==> config.mk <==
export PLATFORM = sky130hd
export DESIGN_NAME = ddrcr_calib_readout
export DESIGN_NICKNAME = d
export VERILOG_FILES = /design/src/ddrcr_pkg.sv /design/src/ddrcr_calib_readout.sv /design/src/ddrcr_lat_pipe.sv
export SDC_FILE = /design/constraint.sdc
export NUM_CORES = 1
export LEC_CHECK = 0
export BUFFER_PORTS_ARGS = -buffer_cell sky130_fd_sc_hd__buf_4
export CORE_MARGIN = 8
export CORE_UTILIZATION = 44
export CTS_CLUSTER_SIZE = 14
export DETAILED_ROUTE_END_ITERATION = 6
export PLACE_DENSITY = 0.66
export SYNTH_ARGS = -nofsm -noshare
export SYNTH_HDL_FRONTEND = slang
export SYNTH_SLANG_ARGS = --single-unit
export TNS_END_PERCENT = 5
==> constraint.sdc <==
create_clock -name hclk -period 3.8 [get_ports hclk]
set_input_delay 0.38 -clock hclk [delete_from_list [all_inputs] [get_ports hclk]]
set_output_delay 0.38 -clock hclk [all_outputs]
set_load 0.005 [all_outputs]
==> src/ddrcr_pkg.sv <==
// Shared types and constants of the calibration-pattern readout block
package ddrcr_pkg;

	// ==========================================================
	// Control states and decoded commands
	typedef enum logic [1:0] {
		ST_NORMAL = 2'b01,
		ST_READOUT = 2'b10
	} ddrcr_state_t;

	typedef enum logic [3:0] {
		CMD_NOP = 4'b0001,
		CMD_MODE_SET = 4'b0010,
		CMD_READ = 4'b0100,
		CMD_WRITE = 4'b1000
	} ddrcr_cmd_t;

	// ==========================================================
	// Carriers
	typedef struct packed {
		logic cs_n;
		logic ras_n;
		logic cas_n;
		logic we_n;
		logic [2:0] ba;
		logic [15:0] addr;
	} ddrcr_cmd_bus_t;

	typedef struct packed {
		logic chop;
		logic nibble;
		logic [1:0] loc;
	} ddrcr_burst_t;

	// ==========================================================
	// Register map (byte addresses, low 12 bits decoded)
	localparam logic [11:0] DDRCR_ADDR_CTRL = 12'h000;
	localparam logic [11:0] DDRCR_ADDR_STATUS = 12'h004;

	localparam int CTRL_CL_LSB = 0;
	localparam int CTRL_AL_LSB = 5;
	localparam int CTRL_REPL_BIT = 7;
	localparam logic [4:0] CTRL_CL_RST = 5'h05;
	localparam logic [1:0] CTRL_AL_RST = 2'h0;
	localparam logic CTRL_REPL_RST = 1'b1;

	localparam int STAT_EN_BIT = 0;
	localparam int STAT_LOC_LSB = 1;
	localparam int STAT_BM_LSB = 3;
	localparam int STAT_BUSY_BIT = 5;
	localparam int STAT_CNT_LSB = 8;

	// ==========================================================
	// Command address fields
	localparam logic [2:0] BA_MODE_ZERO = 3'h0;
	localparam logic [2:0] BA_MODE_THREE = 3'h3;
	localparam int A_READOUT_EN = 2;
	localparam int A_LOC_LSB = 0;
	localparam int A_NIBBLE = 2;
	localparam int A_AUTOPRE = 10;
	localparam int A_BURST_CHOP = 12;
	localparam int A_BL_LSB = 0;

	localparam logic [1:0] BL_FIXED8 = 2'h0;
	localparam logic [1:0] BL_ON_FLY = 2'h1;
	localparam logic [1:0] BL_FIXED4 = 2'h2;
	localparam logic [1:0] AL_CL_MINUS1 = 2'h1;
	localparam logic [1:0] AL_CL_MINUS2 = 2'h2;

	localparam logic [1:0] LOC_PATTERN = 2'h0;
	localparam logic [7:0] CAL_PATTERN = 8'hAA;
	localparam logic [1:0] MODE_RST = 2'h0;

	// ==========================================================
	// Burst and latency pipe
	localparam int PIPE_DEPTH = 32;
	localparam logic [3:0] BEATS_BL8 = 4'h8;
	localparam logic [3:0] BEATS_BC4 = 4'h4;
	localparam logic [2:0] START_LOWER = 3'h0;
	localparam logic [2:0] START_UPPER = 3'h4;
	localparam int DQ_WIDTH = 16;
	localparam int LANES_PER_BYTE = 8;

endpackage

==> src/ddrcr_calib_readout.sv <==
// Calibration-pattern readout: command decode, mode state, lane fill, AHB-Lite registers
//
// Overview of operation
// - Mode set to register three with bit 2 high enables readout mode.
// - In readout mode every column read is served from the readout register.
// - Reset stays honoured in readout mode and returns device to reset state.
// - In readout mode read with autoprecharge acts as plain read, no precharge.
// - With readout disabled, reads and writes go to array; location ignored.
// - Location 00 returns calibration pattern; 01, 10, 11 are reserved.
// - Eight-beat burst delivers 0,1,0,1,0,1,0,1 in order 0 to 7, or 4 to 7 then 0 to 3 with column bit 2 high.
// - Four-beat chop picks nibble by column bit 2; pattern 0,1,0,1 either way.
// - Readout value on lane 0; other lanes carry same value or zero.
// - Bit 0 of both bytes carries the value; other bits replicate or zero.
// - Bank bits, autoprecharge bit and other column bits ignored for readout reads.
// - Burst chop honoured on the fly and when fixed by mode setting.
// - Readout data use the same read latency as array reads.
// - Burst order bit 0 goes first, bit 7 last; with column bit 2 high bit 4 goes first, bit 3 last.
// - Pattern burst starts after read latency, additive plus column access latency.
`timescale 1ns/1ps
`default_nettype none

module ddrcr_calib_readout import ddrcr_pkg::*; (
	// Clock and reset
	input wire logic hclk,
	input wire logic hresetn,
	// AHB-Lite slave
	input wire logic hsel,
	input wire logic [31:0] haddr,
	input wire logic [1:0] htrans,
	input wire logic hwrite,
	input wire logic [2:0] hsize,
	input wire logic [31:0] hwdata,
	input wire logic hready,
	output logic hreadyout,
	output logic hresp,
	output logic [31:0] hrdata,
	// Memory command pins
	input var ddrcr_cmd_bus_t cmd,
	input wire logic ddr_reset_n,
	// Data lanes
	output logic [DQ_WIDTH-1:0] dq_out,
	output logic dq_oe,
	// Array side
	output logic array_rd_q,
	output logic array_wr_q,
	output logic array_autopre_q,
	output logic [2:0] array_ba_q,
	output logic [15:0] array_col_q
);

	// ==========================================================
	// Command decode
	function automatic ddrcr_cmd_t decode_cmd(input ddrcr_cmd_bus_t c);
		if (c.cs_n)
			decode_cmd = CMD_NOP;
		else if (!c.ras_n && !c.cas_n && !c.we_n)
			decode_cmd = CMD_MODE_SET;
		else if (c.ras_n && !c.cas_n && c.we_n)
			decode_cmd = CMD_READ;
		else if (c.ras_n && !c.cas_n && !c.we_n)
			decode_cmd = CMD_WRITE;
		else
			decode_cmd = CMD_NOP;
	endfunction

	// Fixed modes ignore the chop bit; reserved code behaves as eight beats
	function automatic logic chop_sel(input logic [1:0] bm, input logic bc_bit);
		if (bm == BL_FIXED4)
			chop_sel = 1'b1;
		else if (bm == BL_ON_FLY)
			chop_sel = !bc_bit;
		else
			chop_sel = 1'b0;
	endfunction

	// ==========================================================
	// Register select, shared by the read mux and the write strobe
	function automatic logic is_ctrl(input logic [11:0] a);
		is_ctrl = (a == DDRCR_ADDR_CTRL);
	endfunction

	ddrcr_cmd_t cmd_kind;
	ddrcr_state_t state_q;
	logic [1:0] loc_q;
	logic [1:0] burst_mode_q;
	logic [7:0] readout_cnt_q;
	logic [4:0] cl_q;
	logic [1:0] al_q;
	logic repl_q;
	logic [4:0] al_cycles;
	logic [4:0] rl;
	logic launch;
	ddrcr_burst_t launch_req;
	logic beat_valid;
	logic beat_bit;
	logic pipe_busy;
	logic mode_three_set;
	logic mode_zero_set;

	assign cmd_kind = decode_cmd(cmd);
	assign mode_three_set = (cmd_kind == CMD_MODE_SET) && (cmd.ba == BA_MODE_THREE);
	assign mode_zero_set = (cmd_kind == CMD_MODE_SET) && (cmd.ba == BA_MODE_ZERO);

	// ==========================================================
	// Mode register three state
	always_ff @(posedge hclk or negedge hresetn) begin
		if (!hresetn) begin
			state_q <= ST_NORMAL;
			loc_q <= LOC_PATTERN;
		end else if (!ddr_reset_n) begin
			state_q <= ST_NORMAL;
			loc_q <= LOC_PATTERN;
		end else if (mode_three_set) begin
			state_q <= cmd.addr[A_READOUT_EN] ? ST_READOUT : ST_NORMAL;
			loc_q <= cmd.addr[A_LOC_LSB +: 2];
		end
	end

	// Burst length field of mode register zero
	always_ff @(posedge hclk or negedge hresetn) begin
		if (!hresetn) begin
			burst_mode_q <= MODE_RST;
		end else if (!ddr_reset_n) begin
			burst_mode_q <= MODE_RST;
		end else if (mode_zero_set) begin
			burst_mode_q <= cmd.addr[A_BL_LSB +: 2];
		end
	end

	// ==========================================================
	// Read routing
	always_comb begin
		launch = 1'b0;
		unique case (state_q)
			ST_NORMAL: launch = 1'b0;
			// A read that meets a memory reset is dropped with the mode
			ST_READOUT: launch = (cmd_kind == CMD_READ) && ddr_reset_n;
		endcase
	end

	// Only bit 2 and the chop bit steer the burst; bank and other bits unused
	assign launch_req.chop = chop_sel(burst_mode_q, cmd.addr[A_BURST_CHOP]);
	assign launch_req.nibble = cmd.addr[A_NIBBLE];
	assign launch_req.loc = loc_q;

	// Array accesses only in normal state; a readout read never precharges
	always_ff @(posedge hclk or negedge hresetn) begin
		if (!hresetn) begin
			array_rd_q <= 1'b0;
			array_wr_q <= 1'b0;
			array_autopre_q <= 1'b0;
		end else begin
			array_rd_q <= (state_q == ST_NORMAL) && (cmd_kind == CMD_READ);
			array_wr_q <= (state_q == ST_NORMAL) && (cmd_kind == CMD_WRITE);
			array_autopre_q <= (state_q == ST_NORMAL) && (cmd_kind == CMD_READ ||
				cmd_kind == CMD_WRITE) && cmd.addr[A_AUTOPRE];
		end
	end

	always_ff @(posedge hclk or negedge hresetn) begin
		if (!hresetn) begin
			array_ba_q <= 3'h0;
			array_col_q <= 16'h0000;
		end else if (state_q == ST_NORMAL && (cmd_kind == CMD_READ || cmd_kind == CMD_WRITE)) begin
			array_ba_q <= cmd.ba;
			array_col_q <= cmd.addr;
		end
	end

	always_ff @(posedge hclk or negedge hresetn) begin
		if (!hresetn) begin
			readout_cnt_q <= 8'h00;
		end else if (!ddr_reset_n) begin
			readout_cnt_q <= 8'h00;
		end else if (launch) begin
			readout_cnt_q <= readout_cnt_q + 8'h01;
		end
	end

	// ==========================================================
	// Read latency, shared with array reads
	always_comb begin
		if (al_q == AL_CL_MINUS1)
			al_cycles = cl_q - 5'h01;
		else if (al_q == AL_CL_MINUS2)
			al_cycles = cl_q - 5'h02;
		else
			al_cycles = 5'h00;
	end

	// Limitation: sums above 31 wrap; keep latency settings realistic
	assign rl = al_cycles + cl_q;

	ddrcr_lat_pipe u_pipe (
		.hclk(hclk),
		.hresetn(hresetn),
		.launch(launch),
		.launch_req(launch_req),
		.rl(rl),
		.beat_valid_q(beat_valid),
		.beat_bit_q(beat_bit),
		.busy(pipe_busy)
	);

	// ==========================================================
	// Lane fill: byte bit 0 always carries the value
	genvar ln;
	generate
		for (ln = 0; ln < DQ_WIDTH; ln++) begin : g_lane
			if (ln % LANES_PER_BYTE == 0) begin : g_carry
				assign dq_out[ln] = beat_bit;
			end else begin : g_fill
				assign dq_out[ln] = repl_q & beat_bit;
			end
		end
	endgenerate

	assign dq_oe = beat_valid;

	// ==========================================================
	// AHB-Lite slave, zero wait states
	logic addr_ok;
	logic wr_pend_q;
	logic [11:0] wr_addr_q;
	logic [31:0] status_word;
	logic [31:0] ctrl_word;
	logic ctrl_wr;

	assign addr_ok = hsel && hready && htrans[1];
	// Control write lands at the end of its data phase
	assign ctrl_wr = wr_pend_q && is_ctrl(wr_addr_q);
	assign hreadyout = 1'b1;
	assign hresp = 1'b0;

	always_comb begin
		ctrl_word = 32'h0000_0000;
		// A read right behind a control write must see the word being written
		if (ctrl_wr) begin
			ctrl_word[CTRL_CL_LSB +: 5] = hwdata[CTRL_CL_LSB +: 5];
			ctrl_word[CTRL_AL_LSB +: 2] = hwdata[CTRL_AL_LSB +: 2];
			ctrl_word[CTRL_REPL_BIT] = hwdata[CTRL_REPL_BIT];
		end else begin
			ctrl_word[CTRL_CL_LSB +: 5] = cl_q;
			ctrl_word[CTRL_AL_LSB +: 2] = al_q;
			ctrl_word[CTRL_REPL_BIT] = repl_q;
		end
		status_word = 32'h0000_0000;
		status_word[STAT_EN_BIT] = (state_q == ST_READOUT);
		status_word[STAT_LOC_LSB +: 2] = loc_q;
		status_word[STAT_BM_LSB +: 2] = burst_mode_q;
		status_word[STAT_BUSY_BIT] = pipe_busy;
		status_word[STAT_CNT_LSB +: 8] = readout_cnt_q;
	end

	always_ff @(posedge hclk or negedge hresetn) begin
		if (!hresetn) begin
			wr_pend_q <= 1'b0;
			wr_addr_q <= 12'h000;
		end else begin
			wr_pend_q <= addr_ok && hwrite;
			wr_addr_q <= haddr[11:0];
		end
	end

	// Read data captured in the address phase so it stands through the data phase
	always_ff @(posedge hclk or negedge hresetn) begin
		if (!hresetn) begin
			hrdata <= 32'h0000_0000;
		end else if (addr_ok && !hwrite) begin
			// Unmapped offsets read as zero
			if (is_ctrl(haddr[11:0]))
				hrdata <= ctrl_word;
			else if (haddr[11:0] == DDRCR_ADDR_STATUS)
				hrdata <= status_word;
			else
				hrdata <= 32'h0000_0000;
		end
	end

	always_ff @(posedge hclk or negedge hresetn) begin
		if (!hresetn) begin
			cl_q <= CTRL_CL_RST;
			al_q <= CTRL_AL_RST;
			repl_q <= CTRL_REPL_RST;
		end else if (ctrl_wr) begin
			cl_q <= hwdata[CTRL_CL_LSB +: 5];
			al_q <= hwdata[CTRL_AL_LSB +: 2];
			repl_q <= hwdata[CTRL_REPL_BIT];
		end
	end

endmodule

`default_nettype wire

==> src/ddrcr_lat_pipe.sv <==
// Read latency delay line and burst beat sequencer
`timescale 1ns/1ps
`default_nettype none

module ddrcr_lat_pipe import ddrcr_pkg::*; (
	// Clock and reset
	input wire logic hclk,
	input wire logic hresetn,
	// Launch from the command decoder
	input wire logic launch,
	input var ddrcr_burst_t launch_req,
	input wire logic [4:0] rl,
	// Beat output
	output logic beat_valid_q,
	output logic beat_bit_q,
	output logic busy
);

	// ==========================================================
	// Pattern lookup
	function automatic logic pattern_bit(input logic [1:0] loc, input logic [2:0] idx);
		pattern_bit = (loc == LOC_PATTERN) ? CAL_PATTERN[idx] : 1'b0;
	endfunction

	logic [PIPE_DEPTH-1:0] slot_v_q;
	ddrcr_burst_t slot_q [PIPE_DEPTH];
	logic [4:0] ins_idx;
	logic [3:0] remain_q;
	logic [2:0] idx_q;
	logic [1:0] loc_q;
	logic [2:0] start_idx;

	// Slot RL-1 reaches slot 0 after RL-1 edges, beat leaves on the RL-th
	assign ins_idx = (rl == 5'h00) ? 5'h00 : rl - 5'h01;

	// ==========================================================
	// Delay line: a shift register, so back-to-back reads never collide
	genvar i;
	generate
		for (i = 0; i < PIPE_DEPTH; i++) begin : g_slot
			always_ff @(posedge hclk or negedge hresetn) begin
				if (!hresetn) begin
					slot_v_q[i] <= 1'b0;
					slot_q[i] <= '0;
				end else if (launch && ins_idx == i[4:0]) begin
					slot_v_q[i] <= 1'b1;
					slot_q[i] <= launch_req;
				end else if (i == PIPE_DEPTH - 1) begin
					slot_v_q[i] <= 1'b0;
					slot_q[i] <= '0;
				end else begin
					slot_v_q[i] <= slot_v_q[(i + 1) % PIPE_DEPTH];
					slot_q[i] <= slot_q[(i + 1) % PIPE_DEPTH];
				end
			end
		end
	endgenerate

	// ==========================================================
	// Beat sequencer
	assign start_idx = slot_q[0].nibble ? START_UPPER : START_LOWER;

	// A new burst takes over a running one; spacing is the controller's duty
	always_ff @(posedge hclk or negedge hresetn) begin
		if (!hresetn) begin
			remain_q <= 4'h0;
			idx_q <= 3'h0;
			loc_q <= LOC_PATTERN;
			beat_valid_q <= 1'b0;
			beat_bit_q <= 1'b0;
		end else if (slot_v_q[0]) begin
			remain_q <= (slot_q[0].chop ? BEATS_BC4 : BEATS_BL8) - 4'h1;
			idx_q <= start_idx + 3'h1;
			loc_q <= slot_q[0].loc;
			beat_valid_q <= 1'b1;
			beat_bit_q <= pattern_bit(slot_q[0].loc, start_idx);
		end else if (remain_q != 4'h0) begin
			remain_q <= remain_q - 4'h1;
			idx_q <= idx_q + 3'h1;
			beat_valid_q <= 1'b1;
			beat_bit_q <= pattern_bit(loc_q, idx_q);
		end else begin
			beat_valid_q <= 1'b0;
			beat_bit_q <= 1'b0;
		end
	end

	assign busy = (|slot_v_q) | (remain_q != 4'h0) | beat_valid_q;

endmodule

`default_nettype wire

-- Word level (Yosys, flattened, before mapping)
Memory sizes are Yosys's and may differ from the RTL's.
Index checks and enable logic that the tools add are counted.
- register bits: 260
- memory bits (read-only): 16
- memories kept: 2
- add/subtract/negate cells: 9
- magnitude comparators: 2
- eq/ne operators: 45
- mux-type cells: 100
- bitwise logic cells: 3
- reduce and logical (&&, ||, !) cells: 65
- memories (name ; depth ; width ; rd ports ; clocked after memory_dff ; wr ports ; line ; RTL):
    (name not given) ; 8 ; 1 ; 1 ; 0 ; 0 ; ddrcr_lat_pipe.sv:22 ; pattern_bit = (loc == LOC_PATTERN) ? CAL_PATTERN[idx] : 1'b0;
    (name not given) ; 8 ; 1 ; 1 ; 0 ; 0 ; ddrcr_lat_pipe.sv:22 ;
- operators by type and width (kind ; count):
    4-bit two-way mux ; 39
    5-bit equality test (second input constant) ; 16
    1-bit logical AND ; 49
    1-bit two-way mux ; 42
    5-bit by 4-bit equality test with 1-bit output (second input constant) ; 8
    16-bit two-way mux ; 2
    32-bit OR reduction ; 1
    12-bit zero test ; 2
    8-bit two-way mux ; 3
    5-bit by 3-bit equality test with 1-bit output (second input constant) ; 4
    5-bit two-way mux ; 3
    2-bit two-way mux ; 7
    12-bit by 3-bit equality test with 1-bit output (second input constant) ; 1
    5-bit by 2-bit equality test with 1-bit output (second input constant) ; 2
    5-bit zero test ; 2
    5-bit by 1-bit subtractor with 5-bit output (second input constant) ; 2
    3-bit two-way mux ; 3
    8-bit by 1-bit adder with 8-bit output (second input constant) ; 1
    3-bit by 4-bit < comparator with 1-bit output (second input constant) ; 2
    4-bit by 1-bit subtractor with 4-bit output (second input constant) ; 2
    3-bit by 1-bit adder with 3-bit output (second input constant) ; 2
    2-bit by 1-bit equality test with 1-bit output (second input constant) ; 3
    2-bit equality test (second input constant) ; 3
    2-bit by 1-bit inequality test with 1-bit output (second input constant) ; 3
    other kinds (16) ; 22

-- Depth between registers and ports, before layout
Gate-level depths: netlist of the first run.
- depth after elaboration: 12
- mapped depth: 14
- depth with buffers taken out: 12

-- Hierarchy
From an unflattened synthesis of the first run, not the netlist that was laid out.
- cells, all modules: 699
- area, all modules: 9167.5 um2
- modules (own cells, without submodules) (module ; instances ; cells each ; area each (um2) ; sequential area each (um2)):
    ddrcr_lat_pipe ; 1 ; 384 ; 5411.4 ; 3428.3
    ddrcr_calib_readout ; 1 ; 315 ; 3756.1 ; 1831.8

-- Worst setup path before layout of the first run
Ideal clock, no wire load.
- kind: reg2reg
- start point: register cl_q[2]
- end point: register u_pipe.slot_q[116] in the netlist's numbering
- data arrival time: 3.204 ns
- slack: 0.472 ns
- stages on the path, launching flop included: 12
- buffers on the path: 1
- clock period less this slack: 3.328 ns
- path through: dfstp_2 > inv_1 > ha_1 > o22ai_1 > ha_1 > and3_1 > or3_1 > a21oi_1 > o21ai_1 > buf_2 > a211oi_2 > mux2_2
- cells in the longest elaborated chain, start to end: 9
- elaborated cells on any way between the ends: 11
- ends and longest elaborated chain (what ; line ; RTL):
    start, declared ; ddrcr_calib_readout.sv:87 ; logic [4:0] cl_q;
    start signal, assigned ; ddrcr_calib_readout.sv:286 ; cl_q <= hwdata[CTRL_CL_LSB +: 5];
    5-bit by 2-bit subtractor with 5-bit output ; ddrcr_calib_readout.sv:186 ; al_cycles = cl_q - 5'h02;
    5-bit two-way mux ; ddrcr_calib_readout.sv:185 ; else if (al_q == AL_CL_MINUS2)
    5-bit two-way mux ; ddrcr_calib_readout.sv:183 ; if (al_q == AL_CL_MINUS1)
    5-bit adder * ; ddrcr_calib_readout.sv:192 ; assign rl = al_cycles + cl_q;
    5-bit by 1-bit subtractor with 5-bit output / 5-bit zero test (equally long branches) ; ddrcr_lat_pipe.sv:34 ; assign ins_idx = (rl == 5'h00) ? 5'h00 : rl - 5'h01;
    5-bit two-way mux * ; ddrcr_lat_pipe.sv:34 ;
    5-bit by 2-bit equality test with 1-bit output * ; ddrcr_lat_pipe.sv:45 ; end else if (launch && ins_idx == i[4:0]) begin
    1-bit logical AND * ; ddrcr_lat_pipe.sv:45 ;
    4-bit two-way mux * ; ddrcr_lat_pipe.sv:45 ;
    end signal, assigned by index ; ddrcr_lat_pipe.sv:47 ; slot_q[i] <= launch_req;
    end signal, assigned by index ; ddrcr_lat_pipe.sv:53 ; slot_q[i] <= slot_q[(i + 1) % PIPE_DEPTH];
    end, declared ; ddrcr_lat_pipe.sv:26 ; ddrcr_burst_t slot_q [PIPE_DEPTH];
Every way passes the cells marked *; elsewhere a longest branch is shown, timed or not.
A chain may end at the register's enable or synchronous reset.

-- Final worst setup path of the first run
- start point: register cl_q[0]
- end point: register u_pipe.slot_q[120] in the netlist's numbering
- cells in the longest elaborated chain, start to end: 9
- elaborated cells on any way between the ends: 11
- ends and longest elaborated chain (what ; line):
    5-bit by 2-bit subtractor with 5-bit output ; ddrcr_calib_readout.sv:186
    5-bit two-way mux ; ddrcr_calib_readout.sv:185
    5-bit two-way mux ; ddrcr_calib_readout.sv:183
    5-bit adder * ; ddrcr_calib_readout.sv:192
    5-bit by 1-bit subtractor with 5-bit output / 5-bit zero test (equally long branches) ; ddrcr_lat_pipe.sv:34
    5-bit two-way mux * ; ddrcr_lat_pipe.sv:34
    5-bit by 1-bit equality test with 1-bit output * ; ddrcr_lat_pipe.sv:45
    1-bit logical AND * ; ddrcr_lat_pipe.sv:45
    4-bit two-way mux * ; ddrcr_lat_pipe.sv:45
Marks and branches as above.

==> out/qor.yml, run 1 <==
status: "finished, final reports clean"
cts_tree: "built"
drc: 0
dieWidth_um: 158
grt_pass1_vias: 5812
synthTopCellsByArea: "dfrtp_1, mux2_2, buf_4"
synth-edff-count: 0
routed_wl_um: 19000
p_comb_share_pct: 13.5
port_buffers: 104
vdd_drop_max_uv: 310
synthFlopType: "dfrtp_1"
place_inst: 1006
num_antenna_cells: 0
worstSetupEndpointType: "flip-flop"
period_share_pct: 97.4
final_core_util_pct: 53.6
worstPathRequired_ns: 4.17
post_dp_cell_area_um2: 9910
reg2reg_slack_ns: 0.1
power.share.switching_pct: 24.7
grt_start_max_net_pins: 143
stdcell_count: 1055
fillers: 1676
synth-seq-area-share_pct: 59.1
finish.instance_area_um2: 10700
critPathArrivalTime_ns: 4.08
hold_slack_ns: 0.0491
synth_top_area_cell: "dfrtp_1"
seq_power_share_pct: 47.1
vias_per_cell: 5.11
drt_iter0_drc: 314
initial_core_util_pct: 44.4
clockRootBuffer: "clkbuf_16"
grt_setup_unrepaired: "yes"
post_cts_buffers: 0
reg2reg_depth: 11
wl_per_cell_um: 18.0
cts_buffers: 22
dp_hpwl_um: 13300
clk_latency_ns: 0.49
criticalPathCategory: "reg2reg"
relSlewSlack_pct: 26.8
worstReg2RegEnd: "u_pipe.slot_q[120]"
syn_to_final_growth_pct: 20.5
fmax_mhz: 270
report.final.hold_viol_count: 0
async_reset_ff_share_pct: 100
synth_top_area_share_pct: 57.9
worst_path_most_repeated_cell: "inv_1"
cp_slowest_stage_delay_ns: 0.56
globalRouteOverflowTotal: 0
path_buf_inv: 3
critPathTopFamily: "adder cells"
core-area_um2: 20000
ys_ff_latch: 210
postSynthCellCount: 652
clkTransAtPathRegs_ns: 0.06
yosys.cell_types.count: 59
synth_area_um2: 8900
crit_start: "cl_q[0]"
worst_pin_slew_ns: 1.10
dr.pass1.iters: 4
crit_slowest_cell: "dfstp_2"
skew_ns: 0.00726
start_kind: "flip-flop"
grt_pass1_wl_um: 31000
syn_area_per_cell_um2: 13.7
p_leak_uw: 0.00535
antenna_found_initial: 0
via_count: 5394
finalMaxSlewViolations: 0
power.density_nw_per_um2: 471
layout-drive-gt1-share_pct: 40.6
clockPowerShare_pct: 39.4
ioPinCount: 171
worstPathCellList: "inv_1 -> ha_1 -> o22ai_1 -> inv_1 -> fa_1 -> inv_1 -> nor3_1 -> xnor3_1 -> nand2b_1 -> a211oi_2 -> mux2_2"
p_int_uw: 3810
setup_viol: 0
post-route-min-period_ns: 3.70
synth_most_common_cell: "dfrtp_1"
htreeDepth: 1
synth_common_cells: "dfrtp_1, mux2_2, buf_4, nand2b_1, nand2_1"
routabilityCongestion: 0.788
core.rowCount: 52
worst-path-max-fanout: 6
grtUsageTotal_pct: 15.6
drv_cap: 0
cts.path.max_buffers: 3
cts_sinks: 210
ys_warn_count: 0
final_nets: 883
final_antenna_net_count: 0
die_h_um: 158
dieArea_um2: 25000
p_total_uw: 5060
power.switching_uw: 1250
hold_class: "in2async"
r2r_start: "cl_q[0]"
## worst reg2reg max path: stages (launching register included)
cell,delay (ns)
dfstp_2,0.56
inv_1,0.07
ha_1,0.29
o22ai_1,0.17
inv_1,0.09
fa_1,0.55
inv_1,0.08
nor3_1,0.19
xnor3_1,0.32
nand2b_1,0.35
a211oi_2,0.52
mux2_2,0.39
## layout make-up
type / count / area, um2 / share of cell area [%]
clock inverter: 4 / 22.5 / 0.210
tap: 270 / 338 / 3.15
multi-input combinational: 392 / 3380 / 31.5
inverter: 12 / 45.0 / 0.420
timing repair buffer: 133 / 1040 / 9.73
sequential: 210 / 5260 / 49.0
clock buffer: 34 / 647 / 6.03
## routing by layer
metal	up-vias	global-route usage [%]	part of all wire, %
met5	-	0	0
met4	0	3.95	1.7
met3	25	2.61	5.6
met2	127	27.8	51
met1	2753	19.2	42
li1	2489	-	-
## power by group through the flow
stage | clock network (uW) | logic [uW] | registers, uW
6_report | 1990 | 682 | 2380
5_1_grt | 2150 | 751 | 2390
4_1_cts | 2040 | 681 | 2380
3_5_place_dp | 0 | 668 | 2420
3_3_place_gp | 0 | 648 | 2420
2_1_floorplan | 0 | 398 | 2410
## per-stage QoR
stage                     worst slack, ns  TNS, ns
after floorplan                     0.472        0
after global placement              0.186        0
after detailed placement           0.0771        0
after CTS                          0.0527        0
after global routing              -0.0991   -0.848
final                              0.0985        0
## registers in the layout, indices dropped and copies added, names as in the netlist, 2 cells and up
name,count
u_pipe.slot_q,96
hrdata,16
array_col_q,16
al_q,2
cl_q,5
u_pipe.slot_v_q,32
u_pipe.loc_q,2
loc_q,2
wr_addr_q,12
burst_mode_q,2
state_q,2
u_pipe.remain_q,4
readout_cnt_q,8
array_ba_q,3
## cell usage in the layout (no fill, tap or decap), drive strengths merged, types with 12 or more instances in the layout
master / netlist / final
buf: 39 / 121
clkbuf: 15 / 35
conb: 2 / 18
dfrtp: 206 / 206
ha: 13 / 13
mux2: 121 / 121
nand2: 23 / 23
nand2b: 24 / 24
nand4: 12 / 12
nor2: 12 / 12
nor3: 14 / 14
nor4: 18 / 18
o21ai: 15 / 15
or2: 17 / 17
## worst max-delay path by stage
stage | endpoint | slack, ns | cells past startpoint
final | u_pipe.slot_q[120] | 0.1 | 11
after global routing | u_pipe.slot_q[119] | -0.1 | 11
after CTS | u_pipe.slot_q[83] | 0.05 | 10
after detailed placement | u_pipe.slot_q[83] | 0.08 | 10
after global placement | u_pipe.slot_q[123] | 0.19 | 11
after floorplan | u_pipe.slot_q[116] | 0.47 | 11
## logic make-up after synthesis
family,Yosys count,synth area share (%)
xor+xnor,12,1.33
fa+ha+maj,14,2.05
buf+inv,66,4.30
other cells,2,0.0843
mux,132,16.9
simple gates,169,12.2
compound gates,47,4.06
flops,210,59.1
## what timing repair did
| item | 4_1_cts | 5_1_grt |
|---|---|---|
| setup endpoints to repair | 0 | 32 |
| hold endpoints to repair | 11 | 0 |
| hold buffers | 11 | 0 |
| resized for setup | 0 | 7 |
(Power assumes the default switching activity.)
==> run 2, diff against run 1 <==
Settings changed: MAX_ROUTING_LAYER from default to met4.
==> run 2 against run 1 <==
Clock power hardly changed; setup slack gained 0.0097 ns; clock skew down 0.00053 ns; global-route usage is 0.43 points higher; first-iteration DRC count down 1.6%; sequential power about the same; clock-buffer cell count is the same; combinational power about the same; critical endpoint unchanged.
==> out/qor.yml, run 2 (synthesis results as in run 1) <==
status: "finished, final reports clean"
criticalPathCategory: "reg2reg"
cp_slowest_stage_delay_ns: 0.56
cts_sinks: 210
finalMaxSlewViolations: 0
clkTransAtPathRegs_ns: 0.06
report.final.hold_viol_count: 0
worst_path_most_repeated_cell: "inv_1"
grt_pass1_vias: 5823
cts_tree: "built"
worst_pin_slew_ns: 1.11
skew_ns: 0.00674
final_common_cell: "dfrtp_1"
vdd_drop_max_uv: 311
dr.pass1.iters: 7
period_share_pct: 97.2
drt_iter0_drc: 309
syn_to_final_growth_pct: 20.5
initial_core_util_pct: 44.4
seq_area_um2: 5260
layout-drive-gt1-share_pct: 40.6
dp_hpwl_um: 13300
post_cts_buffers: 0
setup_tns_ns: 0
post-route-min-period_ns: 3.69
vias_per_cell: 5.12
p_leak_uw: 0.00535
multi_input_area_um2: 3380
r2r_start: "cl_q[0]"
cts_buffers: 22
top_register: "u_pipe.slot_q"
power.density_nw_per_um2: 471
crit_slowest_cell: "dfstp_2"
ioPinCount: 171
num_antenna_cells: 0
antenna_found_initial: 0
routed_wl_um: 19000
routabilityCongestion: 0.799
grtUsageTotal_pct: 16.0
clk_latency_ns: 0.49
setup_viol: 0
final_antenna_net_count: 0
dieArea_um2: 25000
worstPathCellList: "inv_1 -> ha_1 -> o22ai_1 -> inv_1 -> fa_1 -> inv_1 -> nor3_1 -> xnor3_1 -> nand2b_1 -> a211oi_2 -> mux2_2"
finish.instance_area_um2: 10700
worst-path-max-fanout: 6
fillers: 1676
worstSetupEndpointType: "flip-flop"
drc: 0
clockRootBuffer: "clkbuf_16"
worstPathRequired_ns: 4.17
dieWidth_um: 158
core.rowCount: 52
post_dp_cell_area_um2: 9910
grt_setup_unrepaired: "yes"
final_nets: 883
grt_pass1_wl_um: 31000
die_h_um: 158
cts.path.max_buffers: 3
hold_class: "in2async"
start_kind: "flip-flop"
via_count: 5399
core-area_um2: 20000
reg2reg_depth: 11
layout_common_cells: "dfrtp_1, buf_4, mux2_2"
largest_register_ffs: 96
port_buffers: 104
reg_top3: "u_pipe.slot_q (96), u_pipe.slot_v_q (32)"
reg2reg_slack_ns: 0.11
wl_per_cell_um: 18.0
relSlewSlack_pct: 26.2
final_core_util_pct: 53.6
worstReg2RegEnd: "u_pipe.slot_q[120]"
fmax_mhz: 271
place_inst: 1006
htreeDepth: 1
critPathArrivalTime_ns: 4.07
globalRouteOverflowTotal: 0
stdcell_count: 1055
drv_cap: 0
grt_start_max_net_pins: 143
run 2: cell counts in the layout (fill, tap and decap cells not counted):
Identical to the previous run, type by type.
run 2: worst max path at each step:
| stage | startpoint | to | depth (start not counted) | slack, ns |
|---|---|---|---|---|
| final | cl_q[0] | u_pipe.slot_q[120] | 11 | 0.11 |
| after global routing | cl_q[0] | u_pipe.slot_q[119] | 11 | -0.1 |
| after CTS | cl_q[0] | u_pipe.slot_q[83] | 10 | 0.05 |
| after detailed placement | cl_q[0] | u_pipe.slot_q[83] | 10 | 0.08 |
| after global placement | cl_q[0] | u_pipe.slot_q[123] | 11 | 0.19 |
| after floorplan | cl_q[2] | u_pipe.slot_q[116] | 11 | 0.47 |
run 2: what timing repair did:
item / CTS / global route
hold endpoints to repair: 11 / 0
hold buffers: 11 / 0
setup endpoints to repair: 0 / 32
resized for setup: 0 / 7
run 2: cell type report:
cell class                      count  share of cell area [%]
Clock inverter                      4                   0.210
Inverter                           12                   0.420
Sequential cell                   210                    49.0
Clock buffer                       34                    6.03
Multi-Input combinational cell    392                    31.5
Timing Repair Buffer              133                    9.73
Tap cell                          270                    3.15
run 2: per-layer routing:
metal	wire, um	track usage [%]	vias to the layer above
li1	-	-	2485
met1	7990	19.4	2765
met2	9660	27.7	119
met3	987	2.39	30
met4	350	4.00	0
met5	0	-	-
run 2: worst max-delay path: cells and delay by family, from the launching register on:
kind                     cells  cell delay (ns)
multiplexers                 1             0.39
AND/OR/NAND/NOR              2             0.53
AO/OA/AOI/OAI                2             0.67
flip-flops                   1             0.56
adder cells (fa/ha/maj)      2             0.85
XOR/XNOR                     1             0.32
buffers and inverters        3             0.25
run 2: where the power goes:
part	switching [uW]	internal [uW]	leakage, uW
logic	362	320	0.00219
registers	56.8	2320	0.00283
clock network	829	1170	0.000326
total	1250	3810	0.00535
run 2: metrics by stage:
stage          hold slack [ns]  total power [uW]  setup WS (ns)
6_report                0.0348              5060          0.108
5_1_grt                 0.0486              5290        -0.0996
4_1_cts                 0.0504              5110         0.0527
3_5_place_dp             0.445              3090         0.0771
3_3_place_gp             0.439              3060          0.186
2_1_floorplan           0.0844              2810          0.472
